`config.mk`:
```
export PLATFORM = sky130hd
export DESIGN_NAME = fepm_regs
export DESIGN_NICKNAME = d
export VERILOG_FILES = /design/src/common/fepm_pkg.sv /design/src/common/fepm_ready_if.sv /design/src/rtl/fepm_ready_timer.sv /design/src/rtl/fepm_regs.sv
export SDC_FILE = /design/constraint.sdc
export NUM_CORES = 1
export LEC_CHECK = 0
export ABC_AREA = 1
export BUFFER_PORTS_ARGS = -buffer_cell sky130_fd_sc_hd__buf_4
export CAP_MARGIN = 20
export CELL_PAD_IN_SITES_DETAIL_PLACEMENT = 1
export CELL_PAD_IN_SITES_GLOBAL_PLACEMENT = 2
export CORE_UTILIZATION = 36
export DETAILED_ROUTE_END_ITERATION = 12
export GPL_TIMING_DRIVEN = 1
export PLACE_DENSITY_LB_ADDON = 0.12
export REMOVE_ABC_BUFFERS = 1
export SYNTH_ARGS = -nofsm -noshare
export SYNTH_HDL_FRONTEND = slang
export SYNTH_SLANG_ARGS = --single-unit
```
`constraint.sdc`:
```
create_clock -name sys_clk -period 1.6 [get_ports sys_clk]
set_input_delay 0 -clock sys_clk [delete_from_list [all_inputs] [get_ports sys_clk]]
set_output_delay 0 -clock sys_clk [all_outputs]
set_load 0.05 [all_outputs]
```
`src/common/fepm_pkg.sv`:
```
// constants, field layout and mode codes for the event and power register logic
// How it works
// event revision reads 00h absent, 01h present
// host accepts larger event revisions as compatible
// function count in low nibble, upper nibble zero
// count 00h means flag word unused
// count 01h holds one fixed flag bit
// counts 02h-0Fh set and clear flags dynamically
// flag word two bytes, bit n is function n
// pending function event sets its flag bit
// flag clears once no unsolved events remain
// new event sets the flag bit again
// host repeats event service until all resolved
// per-function event enable gates bit 6, default off
// function codes 0001h, 0002h, 0003h
// power revision low nibble, first value 0000b
// writes to power revision are ignored
// three support bits in the upper nibble
// power-off notification always reported supported
// three ready bits follow the setting register
// host sets request only when supported
// power-off ready within one second of write
// host waits busy, polls ready, then cuts power
// after power-off request, unusable until power cycle
// power-down ready follows request within one second
// reset-to-idle in power-down exits to idle
// sustenance ready follows request within one second
// bits 0,1,2 per nibble, others read zero
package fepm_pkg;

   // register offsets inside the two register sets
   localparam logic [2:0] OFS_EVT_REV = 3'h0;
   localparam logic [2:0] OFS_EVT_CNT = 3'h1;
   localparam logic [2:0] OFS_EVT_FLAG_LO = 3'h2;
   localparam logic [2:0] OFS_EVT_FLAG_HI = 3'h3;
   localparam logic [2:0] OFS_EVT_EN_LO = 3'h4;
   localparam logic [2:0] OFS_EVT_EN_HI = 3'h5;
   localparam logic [2:0] OFS_PWR_REV = 3'h0;
   localparam logic [2:0] OFS_PWR_STAT = 3'h1;
   localparam logic [2:0] OFS_PWR_SET = 3'h2;
   localparam logic SPACE_EVENT = 1'b0;
   localparam logic SPACE_POWER = 1'b1;

   // fixed register values
   localparam logic [7:0] EVT_REV_ABSENT = 8'h00;
   localparam logic [7:0] EVT_REV_PRESENT = 8'h01;
   localparam logic [3:0] PWR_REV_VALUE = 4'h0;
   localparam logic [3:0] ZERO_NIBBLE = 4'h0;
   localparam logic [15:0] SFC_POWER = 16'h0001;
   localparam logic [15:0] SFC_PERFORMANCE = 16'h0002;
   localparam logic [15:0] SFC_SECURITY_BOOT = 16'h0003;

   // power function bit positions within each nibble
   localparam int NUM_PM = 3;
   localparam int BIT_POWEROFF = 0;
   localparam int BIT_SUSTAIN = 1;
   localparam int BIT_POWERDOWN = 2;
   localparam int SUPPORT_LSB = 4; // support bits start in the upper nibble

   // link sample word layout: {clk, wr, rd, space, addr[2:0], data[7:0], go_idle}
   localparam int LINK_W = 16;
   localparam int LNK_CLK = 15;
   localparam int LNK_WR = 14;
   localparam int LNK_RD = 13;
   localparam int LNK_SPACE = 12;
   localparam int LNK_ADDR = 9;
   localparam int LNK_DATA = 1;
   localparam int LNK_IDLE = 0;

   // timing: longest time for a ready bit to follow its request
   localparam int CLK_PERIOD_NS = 100;
   localparam int READY_LIMIT_US = 1000000;
   localparam int READY_LIMIT_CYCLES = READY_LIMIT_US * 1000 / CLK_PERIOD_NS;

   // power mode, one-hot
   typedef enum logic [2:0]
   {
      MODE_ACTIVE = 3'h1,
      MODE_DOWN = 3'h2,
      MODE_OFF = 3'h4
   } fepm_mode_type;

endpackage : fepm_pkg

```
`src/common/fepm_ready_if.sv`:
```
// request and ready handshake between the register logic and one ready timer
`timescale 1ns/1ns
`default_nettype none
interface fepm_ready_if;
   logic request;
   logic clear;
   logic ready;

   modport ctrl
   (
      output request,
      output clear,
      input ready
   );

   modport timer
   (
      input request,
      input clear,
      output ready
   );
endinterface : fepm_ready_if
`default_nettype wire

```
`src/rtl/fepm_ready_timer.sv`:
```
// ready bit that follows its request level after a settle delay
`timescale 1ns/1ns
`default_nettype none
module fepm_ready_timer
#(
   parameter int SETTLE_CYCLES = 1000
)
(
   // clock and reset
   input wire logic sys_clk,
   input wire logic nrst,
   // handshake with the register logic
   fepm_ready_if.timer port
);
   localparam int CW = $clog2(SETTLE_CYCLES + 1);
   localparam logic [CW-1:0] LAST = CW'(SETTLE_CYCLES - 1);
   localparam logic [CW-1:0] ONE = CW'(1);

   typedef struct packed
   {
      logic ready;
      logic [CW-1:0] count;
   } fepm_timer_state_type;

   fepm_timer_state_type st;
   fepm_timer_state_type next_st;

   // count while request and ready disagree; a change back clears the count
   // to zero, so a glitching request never flips ready
   always_comb
   begin
      next_st = st;
      if (port.clear)
      begin
         next_st.ready = 1'b0;
         next_st.count = '0;
      end
      else if (port.request != st.ready)
      begin
         if (st.count == LAST)
         begin
            next_st.ready = port.request;
            next_st.count = '0;
         end
         else
         begin
            next_st.count = st.count + ONE;
         end
      end
      else
      begin
         next_st.count = '0;
      end
   end

   // state register
   always_ff @(posedge sys_clk or negedge nrst)
   begin
      if (!nrst)
      begin
         st <= '0;
      end
      else
      begin
         st <= next_st;
      end
   end

   assign port.ready = st.ready;
endmodule : fepm_ready_timer
`default_nettype wire

```
`src/rtl/fepm_regs.sv`:
```
// event flag and power management extension registers behind the card link
`timescale 1ns/1ns
`default_nettype none
module fepm_regs
#(
   parameter bit EVENT_SET_PRESENT = 1'b1,
   parameter int NUM_EVENT_FUNCS = 2,
   parameter int FIXED_EVENT_FUNC = 1,
   parameter bit SUPPORT_SUSTAIN = 1'b1,
   parameter bit SUPPORT_POWERDOWN = 1'b1,
   parameter int READY_LIMIT_CYCLES = fepm_pkg::READY_LIMIT_CYCLES,
   parameter int SETTLE_CYCLES = 5000
)
(
   // clock and reset
   input wire logic sys_clk,
   input wire logic nrst,
   // card link, all from the card clock domain
   input wire logic sd_clk,
   input wire logic ext_wr,
   input wire logic ext_rd,
   input wire logic ext_space,
   input wire logic [2:0] ext_addr,
   input wire logic [7:0] ext_wdata,
   input wire logic cmd_go_idle,
   // read answer
   output logic [7:0] ext_rdata,
   output logic ext_rvalid,
   // per-function event state, same clock
   input wire logic [15:0] func_event_pending,
   // event indication for bit 6 of the normal response
   output logic response_event_bit,
   output logic [15:0] event_flag_word,
   // power state
   output logic poweroff_ready,
   output logic sustain_ready,
   output logic powerdown_ready,
   output logic card_unusable,
   output logic enter_idle
);
   // the settle delay never exceeds the one second limit
   localparam int EFF_SETTLE = (SETTLE_CYCLES < READY_LIMIT_CYCLES) ?
                               SETTLE_CYCLES : READY_LIMIT_CYCLES;
   localparam int SETTLE_USED = (EFF_SETTLE < 1) ? 1 : EFF_SETTLE;
   localparam logic [3:0] FUNC_COUNT = EVENT_SET_PRESENT ? 4'(NUM_EVENT_FUNCS) : 4'h0;
   localparam logic [15:0] FIXED_FLAG = 16'h0001 << FIXED_EVENT_FUNC;
   localparam logic [2:0] SUPPORT_MASK = {SUPPORT_POWERDOWN, SUPPORT_SUSTAIN, 1'b1};

   typedef struct packed
   {
      logic [fepm_pkg::LINK_W-1:0] sync1;
      logic [fepm_pkg::LINK_W-1:0] sync2;
      logic clk_prev;
      logic [7:0] rdata;
      logic rvalid;
      logic [15:0] flags;
      logic [15:0] enable;
      logic event_bit;
      logic [2:0] request;
      fepm_pkg::fepm_mode_type mode;
      logic idle_pulse;
   } fepm_regs_state_type;

   localparam fepm_regs_state_type RESET_ST = '{
      sync1: '0,
      sync2: '0,
      clk_prev: 1'b0,
      rdata: 8'h00,
      rvalid: 1'b0,
      flags: 16'h0000,
      enable: 16'h0000,
      event_bit: 1'b0,
      request: 3'h0,
      mode: fepm_pkg::MODE_ACTIVE,
      idle_pulse: 1'b0
   };

   fepm_regs_state_type st;
   fepm_regs_state_type next_st;

   logic [fepm_pkg::LINK_W-1:0] link_raw;
   logic [fepm_pkg::NUM_PM-1:0] ready_vec;
   logic [fepm_pkg::NUM_PM-1:0] clear_vec;
   logic link_edge;
   logic link_wr;
   logic link_rd;
   logic link_space;
   logic link_idle;
   logic [2:0] link_addr;
   logic [7:0] link_data;
   logic [7:0] status_byte;
   logic [7:0] setting_byte;
   logic [7:0] read_byte;
   logic [2:0] write_req;

   // gather the link pins into one word for the synchroniser
   assign link_raw = {sd_clk, ext_wr, ext_rd, ext_space, ext_addr, ext_wdata, cmd_go_idle};

   // only the second stage is decoded; address and data are held stable by the
   // command engine across the card clock edge, so a skewed bit settles well
   // before the edge is seen, nine or more system clocks per card clock
   assign link_edge = st.sync2[fepm_pkg::LNK_CLK] & ~st.clk_prev;
   assign link_wr = st.sync2[fepm_pkg::LNK_WR];
   assign link_rd = st.sync2[fepm_pkg::LNK_RD];
   assign link_space = st.sync2[fepm_pkg::LNK_SPACE];
   assign link_addr = st.sync2[fepm_pkg::LNK_ADDR +: 3];
   assign link_data = st.sync2[fepm_pkg::LNK_DATA +: 8];
   assign link_idle = st.sync2[fepm_pkg::LNK_IDLE];

   // ready timers, one per power function
   fepm_ready_if rdy_if [fepm_pkg::NUM_PM] ();

   genvar g;
   generate
      for (g = 0; g < fepm_pkg::NUM_PM; g++)
      begin : g_pm
         assign rdy_if[g].request = st.request[g];
         assign rdy_if[g].clear = clear_vec[g];
         assign ready_vec[g] = rdy_if[g].ready;

         fepm_ready_timer
         #(
            .SETTLE_CYCLES(SETTLE_USED)
         )
         u_timer
         (
            .sys_clk(sys_clk),
            .nrst(nrst),
            .port(rdy_if[g].timer)
         );
      end
   endgenerate

   // power-down ready drops at once when reset-to-idle aborts power-down
   always_comb
   begin
      clear_vec = 3'h0;
      clear_vec[fepm_pkg::BIT_POWERDOWN] = st.idle_pulse;
   end

   // status: support in the upper nibble, readiness in the lower
   always_comb
   begin
      status_byte = 8'h00;
      status_byte[fepm_pkg::SUPPORT_LSB +: fepm_pkg::NUM_PM] = SUPPORT_MASK;
      status_byte[0 +: fepm_pkg::NUM_PM] = ready_vec;
      setting_byte = 8'h00;
      setting_byte[0 +: fepm_pkg::NUM_PM] = st.request;
   end

   // read multiplexer; unmapped offsets read zero
   always_comb
   begin
      read_byte = 8'h00;
      if (link_space == fepm_pkg::SPACE_EVENT)
      begin
         unique case (link_addr)
            fepm_pkg::OFS_EVT_REV:
               read_byte = EVENT_SET_PRESENT ? fepm_pkg::EVT_REV_PRESENT :
                           fepm_pkg::EVT_REV_ABSENT;
            fepm_pkg::OFS_EVT_CNT:
               read_byte = {fepm_pkg::ZERO_NIBBLE, FUNC_COUNT};
            fepm_pkg::OFS_EVT_FLAG_LO:
               read_byte = st.flags[7:0];
            fepm_pkg::OFS_EVT_FLAG_HI:
               read_byte = st.flags[15:8];
            fepm_pkg::OFS_EVT_EN_LO:
               read_byte = st.enable[7:0];
            fepm_pkg::OFS_EVT_EN_HI:
               read_byte = st.enable[15:8];
            default:
               read_byte = 8'h00;
         endcase
      end
      else
      begin
         unique case (link_addr)
            fepm_pkg::OFS_PWR_REV:
               read_byte = {fepm_pkg::ZERO_NIBBLE, fepm_pkg::PWR_REV_VALUE};
            fepm_pkg::OFS_PWR_STAT:
               read_byte = status_byte;
            fepm_pkg::OFS_PWR_SET:
               read_byte = setting_byte;
            default:
               read_byte = 8'h00;
         endcase
      end
   end

   // unsupported requests are masked off; power-off never comes back to zero
   always_comb
   begin
      write_req = link_data[0 +: fepm_pkg::NUM_PM] & SUPPORT_MASK;
      write_req[fepm_pkg::BIT_POWEROFF] = write_req[fepm_pkg::BIT_POWEROFF] |
                                          st.request[fepm_pkg::BIT_POWEROFF];
   end

   // main next-state logic
   always_comb
   begin
      next_st = st;
      next_st.sync1 = link_raw;
      next_st.sync2 = st.sync1;
      next_st.clk_prev = st.sync2[fepm_pkg::LNK_CLK];
      next_st.rvalid = 1'b0;
      next_st.idle_pulse = 1'b0;

      // event flags track each function's pending state for counts 02h-0Fh
      unique case (FUNC_COUNT)
         4'h0:
            next_st.flags = 16'h0000;
         4'h1:
            next_st.flags = FIXED_FLAG;
         default:
            next_st.flags = func_event_pending;
      endcase

      // bit 6 only reports functions whose event enable is set
      next_st.event_bit = (FUNC_COUNT != 4'h0) &&
                          ((next_st.flags & st.enable) != 16'h0000);

      // accesses happen on the sampled rising edge of the card clock
      if (link_edge)
      begin
         if (link_rd)
         begin
            next_st.rdata = read_byte;
            next_st.rvalid = 1'b1;
         end
         if (link_wr && st.mode != fepm_pkg::MODE_OFF)
         begin
            if (link_space == fepm_pkg::SPACE_EVENT)
            begin
               // revision, count and flags are read-only; only enables take data
               if (link_addr == fepm_pkg::OFS_EVT_EN_LO)
               begin
                  next_st.enable[7:0] = link_data;
               end
               else if (link_addr == fepm_pkg::OFS_EVT_EN_HI)
               begin
                  next_st.enable[15:8] = link_data;
               end
            end
            else if (link_addr == fepm_pkg::OFS_PWR_SET)
            begin
               // revision and status writes fall through untouched
               next_st.request = write_req;
            end
         end
         // reset-to-idle aborts power-down and drops its request
         if (link_idle && st.mode == fepm_pkg::MODE_DOWN)
         begin
            next_st.request[fepm_pkg::BIT_POWERDOWN] = 1'b0;
            next_st.idle_pulse = 1'b1;
         end
      end

      // mode follows requests and readiness
      if (next_st.request[fepm_pkg::BIT_POWEROFF])
      begin
         next_st.mode = fepm_pkg::MODE_OFF;
      end
      else if (next_st.idle_pulse)
      begin
         next_st.mode = fepm_pkg::MODE_ACTIVE;
      end
      else if (ready_vec[fepm_pkg::BIT_POWERDOWN] && st.request[fepm_pkg::BIT_POWERDOWN])
      begin
         next_st.mode = fepm_pkg::MODE_DOWN;
      end
      else if (!ready_vec[fepm_pkg::BIT_POWERDOWN])
      begin
         next_st.mode = fepm_pkg::MODE_ACTIVE;
      end
   end

   // state register; only constants at reset
   always_ff @(posedge sys_clk or negedge nrst)
   begin
      if (!nrst)
      begin
         st <= RESET_ST;
      end
      else
      begin
         st <= next_st;
      end
   end

   // outputs come from flip-flops here or in the timers, except card_unusable, which is decoded from the mode register
   assign ext_rdata = st.rdata;
   assign ext_rvalid = st.rvalid;
   assign response_event_bit = st.event_bit;
   assign event_flag_word = st.flags;
   assign poweroff_ready = ready_vec[fepm_pkg::BIT_POWEROFF];
   assign sustain_ready = ready_vec[fepm_pkg::BIT_SUSTAIN];
   assign powerdown_ready = ready_vec[fepm_pkg::BIT_POWERDOWN];
   assign card_unusable = (st.mode == fepm_pkg::MODE_OFF);
   assign enter_idle = st.idle_pulse;
endmodule : fepm_regs
`default_nettype wire

```
==> results list <==
- The run finished with clean final reports.
- The sequential cells in the finished layout cover a total of 3105 µm².
* Average via count per standard cell: 4.807
* Multi-input combinational cell area: 2022 µm²
- Initial core utilization: 36.89%
* Count of final max-slew check failures: 0
* Global placement routability congestion: 0.8090
- Maximum number of pins on one net before global-route repair: 54
* Launch point of the worst reg-to-reg path: g_pm[2].u_timer.st[0]$_DFF_PN0_
- Proportion of register bits with asynchronous set or reset after synthesis: 100.0%
- Synthesized flop and latch total: 124
- Final hold analysis gives a worst-case slack of 0.05954 ns.
- Across the VDD grid, the largest voltage drop is 0.7294 mV.
- The via count of the first global-routing pass is 4889.
- Layout cells sized above 1: 18.84%
- Global-route wire length before repair: 24810 µm
- Detailed placer's ending HPWL: 10800 µm
- Setup violations remaining at the end of the flow were counted as 0.
- Cell accounting for the most synthesized area: sky130_fd_sc_hd__dfrtp_1
* Yosys synthesis warning count: 0
- Final net count: 770
- The tightest min-delay check is of the in -> async type.
- Number of DRC markers after the initial detailed-route iteration: 263
- Setup repair after global routing missed its margin: false
- The worst setup path is captured at a flip-flop.
* Number of buffer cells added on primary ports: 64
* Aggregate negative setup slack: 0 ns
* Number of enable flip-flop cells after synthesis: 0
- Post-synthesis sequential area ratio: 55.57%
- Subtracting the final worst setup slack from the clock period gives 1.489 ns.
* Top area cells in the synthesized netlist: sky130_fd_sc_hd__dfrtp_1 55%, sky130_fd_sc_hd__nand2_1 12%, sky130_fd_sc_hd__nor2_1 5.2%
* Total power divided by cell area: 1122 nW/µm²
- Among all flip-flop cells after synthesis, the most frequent one is sky130_fd_sc_hd__dfrtp_1.
- Worst Setup Path Type: reg -> reg
- Worst Setup Slack, final: 0.1114 ns
- After clock tree synthesis, the clock-pin slew on the worst setup and hold paths is 0.06 ns.
* Initial antenna violation count: 0
- The worst path uses 93.04% of the clock period.
* Setup Slack @ Placement: 0.1012 ns
* Area overhead of the layout relative to synthesis: 26.74%
* Max Freq: 671.8 MHz
- Chip width: 126.6 µm
* Crit path arrival time: 1.79 ns
* Critical path fanouts, max: 6
* Root Buffer: sky130_fd_sc_hd__clkbuf_16
* Post-synthesis instance total: 634
* Startpoint types: flip-flop
* Area share of the leading cell type in the synthesized netlist: 55.10%
- Clock Latency Late Sink: 0.42 ns
* Number of clock sinks: 124
- Max-cap violations in this run came to 0.
- From bottom edge to top edge, the die measures 126.6 µm.
- After filler insertion, the fill cell instance count of the layout stands at 1771.
- Sum of overflow across all layers after global routing: 0
* Mean cell area of the mapped netlist: 8.812 µm²
- Diode insertion count for antenna repair: 0
- Remaining max-slew budget at the tightest pin: 71.49%
- Average detailed-routed wire length per instance: 15.85 µm
- Between clock sinks in the finished design, the worst skew comes to 0.009912 ns.
- Area enclosed by the die boundary: 16020 µm²
- At the pin with the least slew margin, the transition time is 0.4276 ns.
* Total number of placement rows: 45
- Counting along the longest clock path gives a buffer depth of 2.
- Required time at the worst-slack endpoint: 1.91 ns
- Area of the core: 15150 µm²
- Total leakage power: 3.362 nW
- In this run the worst setup path begins at g_pm[2].u_timer.st[0]$_DFF_PN0_.
* Synth unique cells: 35
* TritonCTS buffer count: 17
* Total via count in the routed design: 4475
- Routed Antenna Nets: 0
- The first detailed-routing pass took 4 iterations.
- Pin placement for this block handled 65 I/O pins.
- The hold violation count in the final report came to 0.
- Wires add up to 14750 µm.
* DRC: 0
* Total GRT Usage: 20.38%
- Maximum level of the CTS H-tree: 4
* Clock tree from TritonCTS: built
* Post-Synthesis Cell Area: 5587 µm²
-- metal layers --
layer / share of wire [%] / vias to the layer above / global-route usage (%)
met3: 2.5 / 16 / 4.049
met5: 0 / - / 0
met1: 44 / 2204 / 25.21
li1: - / 2195 / -
met4: 1.3 / 0 / 7.300
met2: 52 / 60 / 35.39
-- placed cells by master, fill, tap and decap left out, drive strengths merged --
cell,count
buf,73
nand3,48
nor3b,2
o21bai,1
xnor2,3
bufinv,1
o21ai,19
inv,64
ha,6
nand3b,2
xor2,11
dlygate4sd3,33
nor3,19
nand4,21
a21oi,11
or2,4
clkinvlp,1
clkbuf,17
clkinv,12
a221oi,1
nand2,181
nor2,86
dfrtp,123
dfstp,1
and3,1
a22o,2
-- critical path, stage by stage, from the launching register on --
cell	delay [ns]
sky130_fd_sc_hd__dfrtp_1	0.41
sky130_fd_sc_hd__ha_2	0.25
sky130_fd_sc_hd__nand2_1	0.07
sky130_fd_sc_hd__nor3_1	0.15
sky130_fd_sc_hd__nand3_1	0.14
sky130_fd_sc_hd__nand2_1	0.13
sky130_fd_sc_hd__buf_4	0.17
sky130_fd_sc_hd__nor2_1	0.05
-- cells by family (layout without fill, tap and decap cells) --
kind of cell    after synthesis  count (layout)  share of synthesized area [%]
buf+inv                      92             201                          8.421
xor+xnor                     14              14                          2.329
flops                       124             124                          55.57
simple gates                364             364                          29.05
fa+ha+maj                     6               6                          1.344
compound gates               34              34                          3.292
-- cells in the mapped netlist, types with 3 or more instances --
cell type / number
sky130_fd_sc_hd__a21oi_1: 11
sky130_fd_sc_hd__xor2_1: 10
sky130_fd_sc_hd__inv_2: 3
sky130_fd_sc_hd__o21ai_0: 17
sky130_fd_sc_hd__buf_4: 25
sky130_fd_sc_hd__dfrtp_1: 123
sky130_fd_sc_hd__nor2_4: 6
sky130_fd_sc_hd__nand2_2: 4
sky130_fd_sc_hd__nand2_1: 175
sky130_fd_sc_hd__xnor2_1: 3
sky130_fd_sc_hd__inv_1: 56
sky130_fd_sc_hd__nand3_1: 46
sky130_fd_sc_hd__nand4_1: 21
sky130_fd_sc_hd__or2_2: 4
sky130_fd_sc_hd__ha_1: 6
sky130_fd_sc_hd__nor2_2: 3
sky130_fd_sc_hd__nor3_1: 18
sky130_fd_sc_hd__nor2_1: 77
-- sequential cells by signal, summed over array words and instances (netlist names), 3 cells and up --
| register | count |
|---|---|
| g_pm.u_timer.st | 39 |
| next_st | 17 |
| rdy_if.request | 3 |
| link_addr | 3 |
| st | 20 |
| event_flag_word | 16 |
| g_pm.u_timer.port.ready | 3 |
| ext_rdata | 8 |
| link_data | 8 |
-- report_power, final --
group | internal, W | leakage, nW | switching (W)
Sequential | 0.00331 | 1.59 | 0.000144
Clock | 0.00216 | 0.280 | 0.00153
Combinational | 0.000301 | 1.49 | 0.000510
Total | 0.00577 | 3.36 | 0.00218
-- through the flow --
stage	cells	area, µm²	power [W]	util [%]
floorplan	605	5366	0.003888	-
global placement	866	6175	0.004248	40.77
detailed placement	866	6175	0.004268	40.77
CTS	931	7069	0.008061	46.67
global route	931	7081	0.008254	46.75
finish	931	7081	0.007947	46.75
-- worst paths after layout --
path	depth (start not counted)	end	slack, ns
setup / recovery	7	g_pm[2].u_timer.st[0]$_DFF_PN0_	0.11
hold / removal	2	g_pm[0].u_timer.st[2]$_DFF_PN0_	0.06
setup reg to reg	7	g_pm[2].u_timer.st[0]$_DFF_PN0_	0.11
hold reg to reg	0	next_st[49]$_DFF_PN0_	0.35
max in group asynchronous	3	link_addr[2]$_DFF_PN0_	0.90
min in group sys_clk	2	next_st[51]$_DFF_PN0_	0.23
-- layout make-up --
cell class                 instances  share of cell area [%]
clock inverter                    15                   1.961
tap                              188                   3.322
multi-input combinational        418                   28.56
sequential                       124                   43.86
timing repair buffer             106                   12.76
inverter                          63                   3.534
clock buffer                      17                   6.008
-- what timing repair did --
item,CTS,global route
gates resized for setup,0,4
hold buffers,33,0
endpoints found under the setup margin,0,19
buffers inserted,0,0
endpoints found under the hold margin,157,0
Power figures use the tool's default switching activity.
